`src/logic/spw_pkg.sv`:
```
// Purpose: Shared constants and types for the sync pulse timing and watchdog prescale block
// Assumes: One peripheral clock, synchronous active-low reset
// Notes:   Register offsets are byte addresses on the simple register port
package spw_pkg;

  localparam int unsigned DATA_WIDTH     = 32;
  localparam int unsigned ADDR_WIDTH     = 12;
  localparam int unsigned PRESCALE_WIDTH = 16;
  localparam int unsigned SYNC_CHANNELS  = 2;

  // Register offsets
  localparam logic [11:0] SYNC_A_PERIOD_OFFSET        = 12'h114;
  localparam logic [11:0] SYNC_B_DELAY_PERIOD_OFFSET  = 12'h118;
  localparam logic [11:0] SYNC_START_DELAY_OFFSET     = 12'h11c;
  localparam logic [11:0] WATCHDOG_TICK_PRESCALE_OFFSET = 12'h200;

  // Field positions of the prescale register
  localparam int unsigned PRESCALE_FIELD_LSB = 0;
  localparam int unsigned PRESCALE_FIELD_MSB = 15;

  // Reset values
  localparam logic [31:0] SYNC_A_PERIOD_RESET       = 32'h0000_0001;
  localparam logic [31:0] SYNC_B_DELAY_PERIOD_RESET = 32'h0000_0000;
  localparam logic [31:0] SYNC_START_DELAY_RESET    = 32'h0000_0000;
  localparam logic [15:0] WATCHDOG_PRESCALE_RESET   = 16'h4e20;

  localparam logic [31:0] READ_ZERO  = 32'h0000_0000;
  localparam logic [31:0] COUNT_ZERO = 32'h0000_0000;
  localparam logic [31:0] COUNT_ONE  = 32'h0000_0001;

  typedef enum logic [1:0] {
    SPW_IDLE       = 2'b00,
    SPW_WAIT_START = 2'b01,
    SPW_RUN        = 2'b10
  } spw_seq_state_type;

endpackage : spw_pkg

```
`src/logic/spw_pulse_if.sv`:
```
// Purpose: Carries one sync channel's trigger, width and pulse between modules
// Assumes: All signals on the peripheral clock
// Notes:   The source drives enable, trigger and width; the shaper drives pulse
`timescale 1ns/100ps
interface spw_pulse_if;
  logic        enable;
  logic        trigger;
  logic [31:0] width;
  logic        pulse;

  modport source (output enable, output trigger, output width, input pulse);
  modport shaper (input enable, input trigger, input width, output pulse);
endinterface : spw_pulse_if

```
`src/logic/spw_pulse_shaper.sv`:
```
// Purpose: Turns a one-cycle trigger into a sync pulse of programmed width
// Assumes: Trigger is a one-cycle pulse on the peripheral clock
// Notes:   A trigger during a pulse restarts its width count
`timescale 1ns/100ps
module spw_pulse_shaper (
  input  wire logic   clock_in,
  input  wire logic   rst_n_in,
  spw_pulse_if.shaper pulse_port
);

  logic        high;
  logic        next_high;
  logic [31:0] remain;
  logic [31:0] next_remain;

  always_comb begin
    next_high   = high;
    next_remain = remain;
    if (!pulse_port.enable) begin
      // Disable cuts any ongoing pulse short
      next_high   = 1'b0;
      next_remain = spw_pkg::COUNT_ZERO;
    end else if (pulse_port.trigger) begin
      next_high   = 1'b1;
      next_remain = pulse_port.width;
    end else if (high) begin
      if (remain == spw_pkg::COUNT_ZERO) begin
        next_high = 1'b0;
      end else begin
        next_remain = remain - spw_pkg::COUNT_ONE;
      end
    end
  end

  always_ff @(posedge clock_in) begin
    if (!rst_n_in) begin
      high   <= 1'b0;
      remain <= spw_pkg::COUNT_ZERO;
    end else begin
      high   <= next_high;
      remain <= next_remain;
    end
  end

  assign pulse_port.pulse = high;

endmodule : spw_pulse_shaper

```
`src/logic/spw_wd_prescale.sv`:
```
// Purpose: Free-running divider producing watchdog ticks
// Assumes: Divide value is stable except when restart is pulsed
// Notes:   A divide value of 0 or 1 ticks every cycle
`timescale 1ns/100ps
module spw_wd_prescale (
  input  wire logic        clock_in,
  input  wire logic        rst_n_in,
  input  wire logic [15:0] divide_in,
  input  wire logic        restart_in,
  output logic             tick_out
);

  logic [15:0] count;
  logic [15:0] next_count;
  logic        tick;
  logic        next_tick;

  // No enable input: ticks run whether or not a watchdog is armed
  always_comb begin
    next_tick  = 1'b0;
    next_count = count + 16'h0001;
    if (restart_in) begin
      next_count = 16'h0000;
    end else if ((divide_in <= 16'h0001) || (count >= (divide_in - 16'h0001))) begin
      next_tick  = 1'b1;
      next_count = 16'h0000;
    end
  end

  always_ff @(posedge clock_in) begin
    if (!rst_n_in) begin
      count <= 16'h0000;
      tick  <= 1'b0;
    end else begin
      count <= next_count;
      tick  <= next_tick;
    end
  end

  assign tick_out = tick;

endmodule : spw_wd_prescale

```
`src/logic/spw_top.sv`:
```
// Purpose: Sync pulse timing for two outputs plus the watchdog tick prescaler
// Assumes: Synchronous inputs; register port accesses are single-cycle strobes
//          Sync counts are full 32-bit; the prescale field is 16 bits
// Notes:   Enable, independent select, pulse width and activation are plain inputs
//          A period of zero is reserved; it retriggers every cycle
//          and the output then simply stays high
//          Reads return the word held before a same-cycle write
//
// What this block does
// - Output A rising edges spaced period plus one
// - Dependent mode: B starts delay cycles after A
// - Independent mode: B uses field as own period
// - First sync issued start value plus one after activation
// - One watchdog tick per prescale count cycles
// - Watchdog tick generator runs without any enable
// - Prescale count resets to twenty thousand
// - Period A resets to one, B delay zero
// - Pulse high width plus one, cut on disable
`timescale 1ns/100ps
module spw_top (
  input  wire logic        clock_in,
  input  wire logic        rst_n_in,
  input  wire logic [11:0] reg_addr_in,
  input  wire logic        reg_write_in,
  input  wire logic        reg_read_in,
  input  wire logic [31:0] reg_wdata_in,
  output logic [31:0]      reg_rdata_out,
  input  wire logic        sync_enable_in,
  input  wire logic        sync_b_independent_select_in,
  input  wire logic [31:0] sync_high_width_in,
  input  wire logic        activation_event_in,
  output logic             sync_out_a_out,
  output logic             sync_out_b_out,
  output logic             sync_active_out,
  output logic             wd_tick_out
);

  // Register file state
  logic [31:0] sync_a_period;
  logic [31:0] next_sync_a_period;
  logic [31:0] sync_b_delay_or_period;
  logic [31:0] next_sync_b_delay_or_period;
  logic [31:0] sync_start_delay;
  logic [31:0] next_sync_start_delay;
  logic [15:0] watchdog_tick_prescale;
  logic [15:0] next_watchdog_tick_prescale;
  logic [31:0] read_data;
  logic [31:0] next_read_data;
  logic        prescale_restart;

  // Sequencer state
  spw_pkg::spw_seq_state_type state;
  spw_pkg::spw_seq_state_type next_state;
  logic [31:0] start_count;
  logic [31:0] next_start_count;
  logic [31:0] period_a_count;
  logic [31:0] next_period_a_count;
  logic [31:0] period_b_count;
  logic [31:0] next_period_b_count;

  // Dependent B delay tracking
  logic [31:0] delay_b_count;
  logic [31:0] next_delay_b_count;
  logic        delay_b_pending;
  logic        next_delay_b_pending;

  // Triggers toward the pulse shapers
  logic        first_trigger;
  logic        trigger_a;
  logic        trigger_b;
  logic [1:0]  channel_trigger;
  logic [1:0]  channel_pulse;

  // Register writes and reads
  always_comb begin
    next_sync_a_period          = sync_a_period;
    next_sync_b_delay_or_period = sync_b_delay_or_period;
    next_sync_start_delay       = sync_start_delay;
    next_watchdog_tick_prescale = watchdog_tick_prescale;
    next_read_data              = read_data;
    prescale_restart            = 1'b0;
    if (reg_write_in) begin
      unique case (reg_addr_in)
        spw_pkg::SYNC_A_PERIOD_OFFSET: begin
          next_sync_a_period = reg_wdata_in;
        end
        spw_pkg::SYNC_B_DELAY_PERIOD_OFFSET: begin
          next_sync_b_delay_or_period = reg_wdata_in;
        end
        spw_pkg::SYNC_START_DELAY_OFFSET: begin
          next_sync_start_delay = reg_wdata_in;
        end
        spw_pkg::WATCHDOG_TICK_PRESCALE_OFFSET: begin
          // A write also restarts the divider so the new rate starts clean
          next_watchdog_tick_prescale =
            reg_wdata_in[spw_pkg::PRESCALE_FIELD_MSB:spw_pkg::PRESCALE_FIELD_LSB];
          prescale_restart = 1'b1;
        end
        default: begin
          // Unmapped writes are dropped
        end
      endcase
    end
    // Read uses the current words, so a same-cycle write is not seen yet
    if (reg_read_in) begin
      unique case (reg_addr_in)
        spw_pkg::SYNC_A_PERIOD_OFFSET: begin
          next_read_data = sync_a_period;
        end
        spw_pkg::SYNC_B_DELAY_PERIOD_OFFSET: begin
          next_read_data = sync_b_delay_or_period;
        end
        spw_pkg::SYNC_START_DELAY_OFFSET: begin
          next_read_data = sync_start_delay;
        end
        spw_pkg::WATCHDOG_TICK_PRESCALE_OFFSET: begin
          // Upper half reads as zero
          next_read_data = {16'h0000, watchdog_tick_prescale};
        end
        default: begin
          next_read_data = spw_pkg::READ_ZERO;
        end
      endcase
    end
  end

  always_ff @(posedge clock_in) begin
    if (!rst_n_in) begin
      sync_a_period          <= spw_pkg::SYNC_A_PERIOD_RESET;
      sync_b_delay_or_period <= spw_pkg::SYNC_B_DELAY_PERIOD_RESET;
      // Zero start delay still waits one cycle
      sync_start_delay       <= spw_pkg::SYNC_START_DELAY_RESET;
      watchdog_tick_prescale <= spw_pkg::WATCHDOG_PRESCALE_RESET;
      read_data              <= spw_pkg::READ_ZERO;
    end else begin
      sync_a_period          <= next_sync_a_period;
      sync_b_delay_or_period <= next_sync_b_delay_or_period;
      sync_start_delay       <= next_sync_start_delay;
      watchdog_tick_prescale <= next_watchdog_tick_prescale;
      read_data              <= next_read_data;
    end
  end

  // Read data stays until the next read strobe
  assign reg_rdata_out = read_data;

  // First sync fires when the start delay has run out
  assign first_trigger = (state == spw_pkg::SPW_WAIT_START) &&
                         (start_count == spw_pkg::COUNT_ZERO);

  assign trigger_a = first_trigger ||
                     ((state == spw_pkg::SPW_RUN) &&
                      (period_a_count == spw_pkg::COUNT_ZERO));
  // Trigger A meets enable at the shaper input

  // Trigger for B depends on the mode
  always_comb begin
    if (!sync_enable_in) begin
      // Disable also blocks the zero-delay path
      trigger_b = 1'b0;
    end else if (sync_b_independent_select_in) begin
      trigger_b = first_trigger ||
                  ((state == spw_pkg::SPW_RUN) &&
                   (period_b_count == spw_pkg::COUNT_ZERO));
    end else if (trigger_a && (sync_b_delay_or_period == spw_pkg::COUNT_ZERO)) begin
      // Zero delay: B shares the A trigger edge
      trigger_b = 1'b1;
    end else begin
      trigger_b = delay_b_pending && (delay_b_count == spw_pkg::COUNT_ZERO);
    end
  end

  // Sequencer next state
  always_comb begin
    next_state           = state;
    next_start_count     = start_count;
    next_period_a_count  = period_a_count;
    next_period_b_count  = period_b_count;
    next_delay_b_count   = delay_b_count;
    next_delay_b_pending = delay_b_pending;
    if (!sync_enable_in) begin
      // Everything parks so the next enable starts from the registers
      next_state           = spw_pkg::SPW_IDLE;
      next_start_count     = spw_pkg::COUNT_ZERO;
      next_period_a_count  = spw_pkg::COUNT_ZERO;
      next_period_b_count  = spw_pkg::COUNT_ZERO;
      next_delay_b_count   = spw_pkg::COUNT_ZERO;
      next_delay_b_pending = 1'b0;
    end else begin
      unique case (state)
        spw_pkg::SPW_IDLE: begin
          // Activation is only taken from idle
          if (activation_event_in) begin
            next_state       = spw_pkg::SPW_WAIT_START;
            next_start_count = sync_start_delay;
          end
        end
        spw_pkg::SPW_WAIT_START: begin
          // Count runs from the start value down to zero
          if (start_count == spw_pkg::COUNT_ZERO) begin
            next_state = spw_pkg::SPW_RUN;
          end else begin
            next_start_count = start_count - spw_pkg::COUNT_ONE;
          end
        end
        spw_pkg::SPW_RUN: begin
          // Run holds until enable drops
        end
        default: begin
          // Unused code falls back to idle
          next_state = spw_pkg::SPW_IDLE;
        end
      endcase
      // Period A reloads on each start and counts down only in run
      if (trigger_a) begin
        next_period_a_count = sync_a_period;
      end else if (state == spw_pkg::SPW_RUN) begin
        next_period_a_count = period_a_count - spw_pkg::COUNT_ONE;
      end
      // Switching to independent mode drops a pending B delay
      if (sync_b_independent_select_in) begin
        next_delay_b_pending = 1'b0;
        // Period B reloads on its own trigger
        if (trigger_b) begin
          next_period_b_count = sync_b_delay_or_period;
        end else if (state == spw_pkg::SPW_RUN) begin
          next_period_b_count = period_b_count - spw_pkg::COUNT_ONE;
        end
      end else begin
        // A new A start restarts a pending B delay
        if (trigger_a && (sync_b_delay_or_period != spw_pkg::COUNT_ZERO)) begin
          next_delay_b_pending = 1'b1;
          next_delay_b_count   = sync_b_delay_or_period - spw_pkg::COUNT_ONE;
        end else if (delay_b_pending) begin
          if (delay_b_count == spw_pkg::COUNT_ZERO) begin
            // Expired: B fires in this cycle
            next_delay_b_pending = 1'b0;
          end else begin
            next_delay_b_count = delay_b_count - spw_pkg::COUNT_ONE;
          end
        end
      end
    end
  end

  always_ff @(posedge clock_in) begin
    if (!rst_n_in) begin
      state           <= spw_pkg::SPW_IDLE;
      start_count     <= spw_pkg::COUNT_ZERO;
      period_a_count  <= spw_pkg::COUNT_ZERO;
      period_b_count  <= spw_pkg::COUNT_ZERO;
      delay_b_count   <= spw_pkg::COUNT_ZERO;
      delay_b_pending <= 1'b0;
    end else begin
      state           <= next_state;
      start_count     <= next_start_count;
      period_a_count  <= next_period_a_count;
      period_b_count  <= next_period_b_count;
      delay_b_count   <= next_delay_b_count;
      delay_b_pending <= next_delay_b_pending;
    end
  end

  // Active covers both the start wait and the run
  assign sync_active_out = (state != spw_pkg::SPW_IDLE);

  // One shaper per sync channel
  assign channel_trigger = {trigger_b, trigger_a && sync_enable_in};

  // Shapers share width and enable; only the triggers differ
  spw_pulse_if pulse_bus [spw_pkg::SYNC_CHANNELS] ();

  genvar ch;
  generate
    for (ch = 0; ch < spw_pkg::SYNC_CHANNELS; ch++) begin : g_channel
      assign pulse_bus[ch].enable  = sync_enable_in;
      assign pulse_bus[ch].trigger = channel_trigger[ch];
      assign pulse_bus[ch].width   = sync_high_width_in;
      assign channel_pulse[ch]     = pulse_bus[ch].pulse;

      spw_pulse_shaper u_shaper (
        .clock_in   (clock_in),
        .rst_n_in   (rst_n_in),
        .pulse_port (pulse_bus[ch])
      );
    end
  endgenerate

  // Channel 0 is A, channel 1 is B
  assign sync_out_a_out = channel_pulse[0];
  assign sync_out_b_out = channel_pulse[1];

  // Prescaler is fed from the register alone, never gated
  spw_wd_prescale u_prescale (
    .clock_in   (clock_in),
    .rst_n_in   (rst_n_in),
    .divide_in  (watchdog_tick_prescale),
    .restart_in (prescale_restart),
    .tick_out   (wd_tick_out)
  );

endmodule : spw_top

```
`config.mk`:
```
export PLATFORM = sky130hd
export DESIGN_NAME = spw_top
export DESIGN_NICKNAME = d
export VERILOG_FILES = /design/src/logic/spw_pkg.sv /design/src/logic/spw_pulse_if.sv /design/src/logic/spw_pulse_shaper.sv /design/src/logic/spw_wd_prescale.sv /design/src/logic/spw_top.sv
export SDC_FILE = /design/constraint.sdc
export NUM_CORES = 1
export LEC_CHECK = 0
export ABC_AREA = 1
export BUFFER_PORTS_ARGS = -buffer_cell sky130_fd_sc_hd__buf_2
export CAP_MARGIN = 20
export CORE_ASPECT_RATIO = 0.75
export CORE_UTILIZATION = 50
export CTS_BUF_LIST = sky130_fd_sc_hd__clkbuf_8
export CTS_CLUSTER_DIAMETER = 80
export CTS_CLUSTER_SIZE = 25
export DETAILED_ROUTE_END_ITERATION = 10
export PLACE_DENSITY = 0.67
export SYNTH_ARGS = -nofsm -noshare
export SYNTH_HDL_FRONTEND = slang
export SYNTH_HIERARCHICAL = 1
export SYNTH_SLANG_ARGS = --single-unit
export TNS_END_PERCENT = 30
```
`constraint.sdc`:
```
create_clock -name clock_in -period 3.2 [get_ports clock_in]
set_input_delay 0.64 -clock clock_in [delete_from_list [all_inputs] [get_ports clock_in]]
set_output_delay 0.64 -clock clock_in [all_outputs]
set_load 0.005 [all_outputs]
```
-- Word-level counts from Yosys, hierarchy flattened
Index checks and enable logic that the tools add are counted.
- bits in registers: 358
- bits in latches: 0
- RAM bits: 0
- ROM bits: 0
- input bits: 83
- output and inout port bits: 36
- word-level logic and storage cells: 119
- memories kept: 0
- $add $sub $neg: 9
- multiply operators: 0
- div/mod/pow operators: 0
- order comparisons: 2
- equal/unequal tests: 12
- shift-type cells: 0
- muxes and demuxes: 35
- bitwise logic cells: 4
- reductions and logical operators: 40
- operator list (kind ; number):
    two-way mux 32 bit ; 15
    zero test 32 bit ; 7
    subtractor 32 x 1 -> 32 bit, second input constant ; 7
    one-hot mux 32 bit (4 select lines) ; 1
    one-hot mux 32 bit (2 select lines) ; 1
    equality test 12 x 9 -> 1 bit, second input constant ; 3
    nonzero test 32 bit ; 1
    adder 16 x 1 -> 16 bit, second input constant ; 1
    >= comparator 16 bit ; 1
    <= comparator 16 x 1 -> 1 bit, second input constant ; 1
    AND reduction 2 bit ; 8
    subtractor 16 x 1 -> 16 bit, second input constant ; 1
    two-way mux 1 bit ; 15
    nonzero test 2 bit ; 7
    equality test 12 x 10 -> 1 bit, second input constant ; 1
    AND reduction 3 bit ; 3
    inequality test 2 x 1 -> 1 bit, second input constant ; 4
    logical AND 1 bit ; 7
    one-hot mux 2 bit (3 select lines) ; 1
    OR reduction 3 bit ; 2
    two-way mux 2 bit ; 2
    inequality test 2 bit, second input constant ; 2
    inverter 1 bit ; 4
    logical OR 1 bit ; 3
    4 further kinds ; 4

-- Depth between registers and ports, before layout
Gate-level depths: netlist of the first run.
- depth in word-level cells: 9
- mapped depth: 22
- depth with buffers taken out: 21

-- Hierarchy
Netlist of the first run, hierarchy kept.
- by module, submodules not included (module ; times used ; cells each ; area each (um^2) ; seq. area each (um^2)):
    spw_top ; 1 ; 2307 ; 15074.5 ; 5505.3
    spw_pulse_shaper ; 2 ; 437 ; 2493.6 ; 660.6
    spw_wd_prescale ; 1 ; 232 ; 1580.3 ; 340.3

-- Worst setup path after synthesis of the first run
No wires, ideal clock.
- path kind: reg2reg
- start: reg start_count[0]
- end: reg delay_b_count[30]
- arrival: 2616 ps
- required time: 3091 ps
- path slack: 475 ps
- cell stages (with the launch flop): 22
- path buffers: 1
- cell sequence: dfxtp_1 inv_1 ha_1 nand2_2 nor2_4 nand2_1 nor2_1 nand2_1 nand2_4 nand2_4 buf_2 o21ai_0 ha_1 inv_1 a21oi_1 nand3_1 nor2_2 nand2_1 nand2_1 nand3_1 nand2_1 inv_1
- cells in the longest elaborated chain, start to end: 6
- elaborated cells on any way between the ends: 8
- RTL lines (what ; line ; RTL):
    from (decl) ; spw_top.sv:54 ; logic [31:0] start_count;
    from (signal assigned) ; spw_top.sv:249 ; start_count <= spw_pkg::COUNT_ZERO;
    from (signal assigned) ; spw_top.sv:256 ; start_count <= next_start_count;
    zero test 32 bit (*) ; spw_top.sv:149 ; (start_count == spw_pkg::COUNT_ZERO);
    logical AND 1 bit (*) ; spw_top.sv:148 ; assign first_trigger = (state == spw_pkg::SPW_WAIT_START) &&
    logical OR 1 bit (*) ; spw_top.sv:151 ; assign trigger_a = first_trigger ||
    logical AND 1 bit (*) ; spw_top.sv:231 ; if (trigger_a && (sync_b_delay_or_period != spw_pkg::COUNT_ZERO)) begin
    inequality test 2 x 1 -> 1 bit (no source line) / nonzero test 2 bit (equally long branches) ; - ;
    AND reduction 3 bit (no source line) ; - ;
    to (signal assigned) ; spw_top.sv:252 ; delay_b_count <= spw_pkg::COUNT_ZERO;
    to (signal assigned) ; spw_top.sv:259 ; delay_b_count <= next_delay_b_count;
    to (decl) ; spw_top.sv:62 ; logic [31:0] delay_b_count;
Every way passes the cells marked *; elsewhere a longest branch is shown, timed or not.
A chain may end at the register's enable or synchronous reset.

-- Worst setup path after layout of the first run
- start: reg start_count[0]
- end: reg delay_b_count[6]
The elaborated chain is that of the path after synthesis.

==> flow_summary.rst, run 1 <==
.. list-table::
   :header-rows: 1

   * - Metric
     - Value
   * - Worst reg2reg endpoint
     - delay_b_count[6]
   * - Global-route total usage across every layer
     - 0.335
   * - Vias in the first global route
     - 20300
   * - Kind of end point of the critical path
     - flop
   * - Antenna violations before repair
     - 0
   * - Number of standard cells in the layout, taps in and fillers out
     - 4120
   * - Chip Width
     - 242 um
   * - Chip Height
     - 182 um
   * - Cell Rows
     - 65
   * - CTS max path bufs
     - 3
   * - Clock-pin slew of the registers on the worst-case setup and hold paths
     - 170 ps
   * - Number of buffers inserted during clock tree synthesis
     - 20
   * - Cell taking the most area after synthesis
     - dfxtp_1
   * - Post-layout nets
     - 3651
   * - Path class of the lowest-slack min-delay path
     - in2reg
   * - Post-synthesis async set-or-reset flop share
     - 0
   * - Yosys Warn Count
     - 6
   * - Critical path startpoint category
     - flop
   * - IO Count
     - 119
   * - Reg2Reg Depth
     - 19
   * - Tightest slew margin relative to the limit
     - 0.419
   * - Maxcap violations
     - 0
   * - Core Util, Final
     - 0.562
   * - Leakage power summed over all cells
     - 11.4 nW
   * - Total instance count after detailed placement
     - 4088
   * - Post-synthesis register bit count
     - 358
   * - Sequential cell area fraction in the yosys report
     - 0.331
   * - Final hold violations
     - 0
   * - Synthesized cell area
     - 21600 um2
   * - Setup slack of the most critical reg-to-reg path
     - 90 ps
   * - Combined flip-flop and latch cell area
     - 7170 um2
   * - CTS tree
     - done
   * - Crit path DAT
     - 3710 ps
   * - CTS Sinks
     - 358
   * - Initial drt markers
     - 2735
   * - Minimum clock period
     - 3110 ps
   * - Sum of overflow across all layers after global routing
     - 0
   * - Count of pins over their slew limit
     - 0
   * - Maximum clock skew at final layout
     - 58.2 ps
   * - Fill cells
     - 4254
   * - Post-synth net total
     - 3522
   * - Post-route DRC violation count
     - 0
   * - CP Data Required Time
     - 3800 ps
   * - Crit Path Class
     - reg2reg
   * - Quantity of hold-fixing buffers added after cts
     - 0
   * - Worst skew pair latency
     - 660 ps
   * - Floorplan Core Area
     - 42400 um2
   * - Overall die area
     - 44100 um2
   * - Max IR drop VDD
     - 0.000348 V
   * - Worst Path Max Fanout
     - 5
   * - Number of I/O port buffers
     - 118
   * - Worst Hold Depth
     - 3
   * - Largest net degree at the start of global routing
     - 75
   * - Max Fclk
     - 321 MHz
   * - Total wire length after detailed routing
     - 75.9 mm
   * - Netlist cell types
     - 58
   * - Multi-input combinational cell area
     - 12500 um2
   * - Slew of the pin with the lowest slew margin
     - 871 ps
   * - Final worst path period share
     - 0.972
   * - Wire length of the first global-routing pass
     - 117 mm
   * - Number of detailed-route iterations in the first pass
     - 6
   * - Initial core utilization
     - 0.511
   * - Portion of synthesized cell area occupied by the leading cell type
     - 0.331
   * - Synthesized instance count
     - 3413
   * - Post-route ant nets
     - 0
   * - Share of layout cells above drive strength 1
     - 0.113
   * - Detailed placer's ending HPWL
     - 58.1 mm
   * - Leading cell types in the layout, fill and taps excluded
     - nand2_1, nor2_1, inv_1
   * - Power consumption
     - 0.00917 W
   * - Launching point of the worst reg2reg path
     - start_count[0]
   * - RSZ-0062 raised after global routing
     - true
   * - End of the worst hold path
     - sync_start_delay[11]
   * - Number of vias per cell after detailed routing
     - 5.60
   * - Post-synthesis area per instance
     - 6.34 um2
   * - Power density normalized to cell area
     - 386 nW/um2
   * - Number of levels in the clock H-tree
     - 1
   * - Beginning of the worst hold path
     - reg_wdata_in[11]
   * - Average detailed-routed wire length per instance
     - 18.4 um
   * - Status
     - completed
   * - Total setup violations reported at the end of the flow
     - 0
   * - Root buf cell
     - clkbuf_8
   * - Post-synth EDFFs
     - 0
   * - Via count
     - 23100
   * - Dominant register cell in the synthesized netlist
     - dfxtp_1
   * - Area growth, synth to finish
     - 9.94%
   * - Largest cells by area after synthesis
     - dfxtp_1, nand2_1, nor2_1
   * - Final GP Congestion
     - 0.988
   * - Most common cell after layout, fill and taps aside
     - nand2_1
timing repair:
action | in CTS | in global routing
pin swaps | 0 | 4
setup endpoints to repair | 5 | 38
cloned | 0 | 0
buffers inserted | 0 | 0
hold endpoints to repair | 0 | 0
gates resized for setup | 2 | 16
stage by stage:
stage | setup WS [ps] | setup TNS, ps | hold slack [ps] | instance area [um2]
2_1_floorplan | 475 | 0 | 430 | 21600
3_3_place_gp | 56.4 | 0 | 444 | 23300
3_5_place_dp | -17.9 | -35.3 | 453 | 23300
4_1_cts | 34.5 | 0 | 291 | 23700
5_1_grt | -62.4 | -508 | 298 | 23800
6_report | 88.8 | 0 | 317 | 23800
Yosys cell counts, drive strengths merged (4+ instances only):
library cell / instances
a211oi: 17
a21oi: 239
a31oi: 4
and2: 4
buf: 39
clkbuf: 96
clkinv: 6
dfxtp: 358
ha: 26
inv: 374
mux2i: 8
nand2: 861
nand3: 192
nand3b: 5
nand4: 34
nor2: 551
nor3: 96
nor4: 22
o211ai: 22
o21ai: 266
o21bai: 9
o221ai: 21
o22ai: 29
or2: 14
xnor2: 31
xor2: 68
final cells by class:
cell class	count	area share
Clock inverter	8	0.00447
Multi-Input combinational cell	2540	0.523
Sequential cell	358	0.301
Tap cell	569	0.0299
Timing Repair Buffer	242	0.0677
Inverter	380	0.0604
Antenna cell	1	0.000105
Clock buffer	22	0.0127
layer usage:
layer / part of all wire / up-vias / global-route usage
met4: 0.017 / 0 / 0.0630
met1: 0.49 / 10800 / 0.529
met5: 0 / - / 0
met3: 0.11 / 70 / 0.0735
li1: - / 11300 / -
met2: 0.39 / 961 / 0.456
where the power goes:
group          internal [W]  switching (W)  total [W]
Sequential          0.00451      0.0000679    0.00458
Clock              0.000761        0.00163    0.00239
Combinational      0.000725        0.00148    0.00220
worst max-delay path, stage by stage, from the launching register on:
cell and delay (ps):
dfxtp_1 360, inv_1 90, ha_2 210, nand2_2 90
nor2_4 190, nand2_1 70, nor2_1 140, nand2_2 140
nand2_4 160, nand2_4 90, buf_4 150, o21ai_1 200
ha_1 230, inv_1 100, a21oi_2 160, nand3_2 170
inv_1 170, buf_4 130, nand2_1 40, a31oi_1 140
logic make-up (layout without fill, tap and decap cells):
family | count (synthesis) | in the layout | share of synthesized area
other | 0 | 1 | 0
adders and majority gates | 26 | 26 | 0.0150
buffers and inverters | 515 | 652 | 0.0971
DFF | 358 | 358 | 0.331
and+or+nand+nor | 1782 | 1782 | 0.351
muxes | 8 | 8 | 0.00370
AOI/OAI and AO/OA | 625 | 625 | 0.162
xor gates and xnor gates | 99 | 99 | 0.0401
how the worst max path moves through the flow:
stage / cells after the start / start / to
2_1_floorplan: 21 / start_count[0] / delay_b_count[30]
3_3_place_gp: 21 / start_count[0] / delay_b_count[26]
3_5_place_dp: 21 / start_count[0] / delay_b_count[26]
4_1_cts: 20 / start_count[0] / delay_b_count[14]
5_1_grt: 21 / start_count[0] / delay_b_count[30]
6_report: 19 / start_count[0] / delay_b_count[6]
sequential cells by signal, indices dropped and copies added (netlist names):
signal                               count
sync_a_period                           32
state                                    2
g_channel.u_shaper/remain               64
reg_rdata_out                           32
u_prescale/count                        16
watchdog_tick_prescale                  16
start_count                             32
sync_b_delay_or_period                  32
u_prescale/tick_out                      1
delay_b_pending                          1
g_channel.u_shaper/pulse_port.pulse      2
period_b_count                          32
delay_b_count                           32
sync_start_delay                        32
period_a_count                          32
Power figures use the tool's default switching activity.
==> run 2: changes to the inputs <==
PLACE_DENSITY = 0.78   (was 0.67)
==> flow_summary.rst, run 2 (synthesis results as in run 1) <==
.. list-table::
   :header-rows: 1

   * - Metric
     - Value
   * - Crit path DAT
     - 3610 ps
   * - Initial core utilization
     - 0.511
   * - Slew of the pin with the lowest slew margin
     - 798 ps
   * - Setup slack of the most critical reg-to-reg path
     - 130 ps
   * - CTS tree
     - done
   * - Post-layout nets
     - 3623
   * - Count of pins over their slew limit
     - 0
   * - Clock-pin slew of the registers on the worst-case setup and hold paths
     - 150 ps
   * - Final worst path period share
     - 0.959
   * - Cell internal pwr
     - 0.00600 W
   * - Number of levels in the clock H-tree
     - 1
   * - Minimum clock period
     - 3070 ps
   * - Sum of overflow across all layers after global routing
     - 0
   * - Most common cell after layout, fill and taps aside
     - nand2_1
   * - Root buf cell
     - clkbuf_8
   * - Floorplan Core Area
     - 42400 um2
   * - Max IR drop VDD
     - 0.000253 V
   * - CP Data Required Time
     - 3740 ps
   * - Crit Path Class
     - reg2reg
   * - Post-route ant nets
     - 0
   * - Kind of end point of the critical path
     - flop
   * - Area growth, synth to finish
     - 8.75%
   * - Final setup TNS
     - 0 ps
   * - Final GP Congestion
     - 0.999
   * - Part of the total power dissipated in combinational logic
     - 0.240
   * - RSZ-0062 raised after global routing
     - true
   * - Design area
     - 23500 um2
   * - Chip Height
     - 182 um
   * - CTS Sinks
     - 358
   * - Switching power summed over all nets
     - 0.00312 W
   * - Standard cell area after detailed placement
     - 22900 um2
   * - Multi-input combinational cell area
     - 12500 um2
   * - Post-route DRC violation count
     - 0
   * - Fill cells
     - 4300
   * - Combined flip-flop and latch cell area
     - 7170 um2
   * - Total setup violations reported at the end of the flow
     - 0
   * - Net switching share of the total power
     - 0.342
   * - Global-route total usage across every layer
     - 0.309
   * - Number of standard cells in the layout, taps in and fillers out
     - 4093
   * - Number of buffers inserted during clock tree synthesis
     - 20
   * - Leakage power summed over all cells
     - 11.3 nW
   * - Cell Rows
     - 65
   * - Status
     - completed
   * - Chip Width
     - 242 um
   * - Antenna violations before repair
     - 1
   * - Wire length of the first global-routing pass
     - 110 mm
   * - Largest net degree at the start of global routing
     - 65
   * - Maximum clock skew at final layout
     - 43.5 ps
   * - Leading cell types in the layout, fill and taps excluded
     - nand2_1, nor2_1, inv_1
   * - Max FFs per register
     - 64
   * - Portion of total power attributed to sequential cells
     - 0.502
   * - Total instance count after detailed placement
     - 4048
   * - Fraction of power consumed by the clock network
     - 0.258
   * - Final hold violations
     - 0
   * - IO Count
     - 119
   * - Vias in the first global route
     - 19300
   * - Largest Register
     - g_channel.u_shaper/remain
   * - Tightest slew margin relative to the limit
     - 0.467
   * - Share of layout cells above drive strength 1
     - 0.107
   * - Maxcap violations
     - 0
   * - Critical path startpoint category
     - flop
   * - Worst skew pair latency
     - 650 ps
   * - Worst Path Max Fanout
     - 24
   * - Power density normalized to cell area
     - 388 nW/um2
   * - Initial drt markers
     - 2872
   * - Number of I/O port buffers
     - 118
   * - Number of detailed-route iterations in the first pass
     - 8
   * - Total wire length after detailed routing
     - 70.3 mm
   * - CTS max path bufs
     - 3
   * - Path class of the lowest-slack min-delay path
     - in2reg
   * - Detailed placer's ending HPWL
     - 53.6 mm
   * - Quantity of hold-fixing buffers added after cts
     - 0
   * - Number of vias per cell after detailed routing
     - 5.54
   * - Average detailed-routed wire length per instance
     - 17.2 um
   * - Via count
     - 22700
   * - Overall die area
     - 44100 um2
   * - Max Fclk
     - 326 MHz
[run 2: cell types whose count changed in the layout (fill, tap and decap cells not counted), sizes merged]
cell      delta
clkinv       +1
clkinvlp     +2
buf         -28
inv          -3
diode        +1
[run 2: layout make-up]
cell class	count	area share
Antenna cell	2	0.000213
Tap cell	569	0.0302
Inverter	380	0.0612
Sequential cell	358	0.305
Clock buffer	22	0.0129
Multi-Input combinational cell	2540	0.529
Timing Repair Buffer	214	0.0571
Clock inverter	8	0.00484
[run 2: worst paths after layout]
kind,endpoint,from,cells past startpoint
hold reg to reg,reg_rdata_out[19],reg_rdata_out[19],2
setup / recovery,g_channel[1].u_shaper/remain[1],period_b_count[0],15
hold / removal,sync_start_delay[14],reg_wdata_in[14],3
setup reg to reg,g_channel[1].u_shaper/remain[1],period_b_count[0],15
[run 2: power groups by stage]
stage                     logic (W)  registers, W  clock network [W]
after floorplan             0.00154       0.00466                  0
after global placement      0.00209       0.00468                  0
after detailed placement    0.00210       0.00468                  0
after CTS                   0.00211       0.00458            0.00239
after global routing        0.00244       0.00459            0.00253
final                       0.00219       0.00458            0.00235
[run 2: critical path, stage by stage (launching register included)]
cell      delay, ps
dfxtp_1         350
inv_1            70
ha_1            180
nand2_1          70
nor2_2          130
nand2_1         130
nor2_2          210
nand3_1         260
o211ai_1        370
nand3_2         150
inv_1           160
inv_1           220
nand2_4         330
clkinv_4        150
nor2_1          140
nor2_1           60
[run 2: per-layer routing]
| layer | GRT usage | routed length, um |
|---|---|---|
| met1 | 0.499 | 34100 |
| met3 | 0.0679 | 8610 |
| met2 | 0.403 | 26400 |
| met5 | 0 | 0 |
| met4 | 0.0603 | 1270 |
[run 2: per-stage QoR]
step	hold slack, ps	util	total power, W	worst slack (ps)
after global routing	268	0.555	0.00956	-48.4
after detailed placement	452	0.542	0.00677	98.5
after global placement	441	0.542	0.00677	155
after floorplan	430	-	0.00620	475
after CTS	258	0.551	0.00908	31.6
final	281	0.555	0.00912	131
[run 2: repair_timing]
item                                    in CTS  in global routing
buffers inserted                             0                 13
resized for setup                            0                 20
endpoints found under the setup margin       0                 65
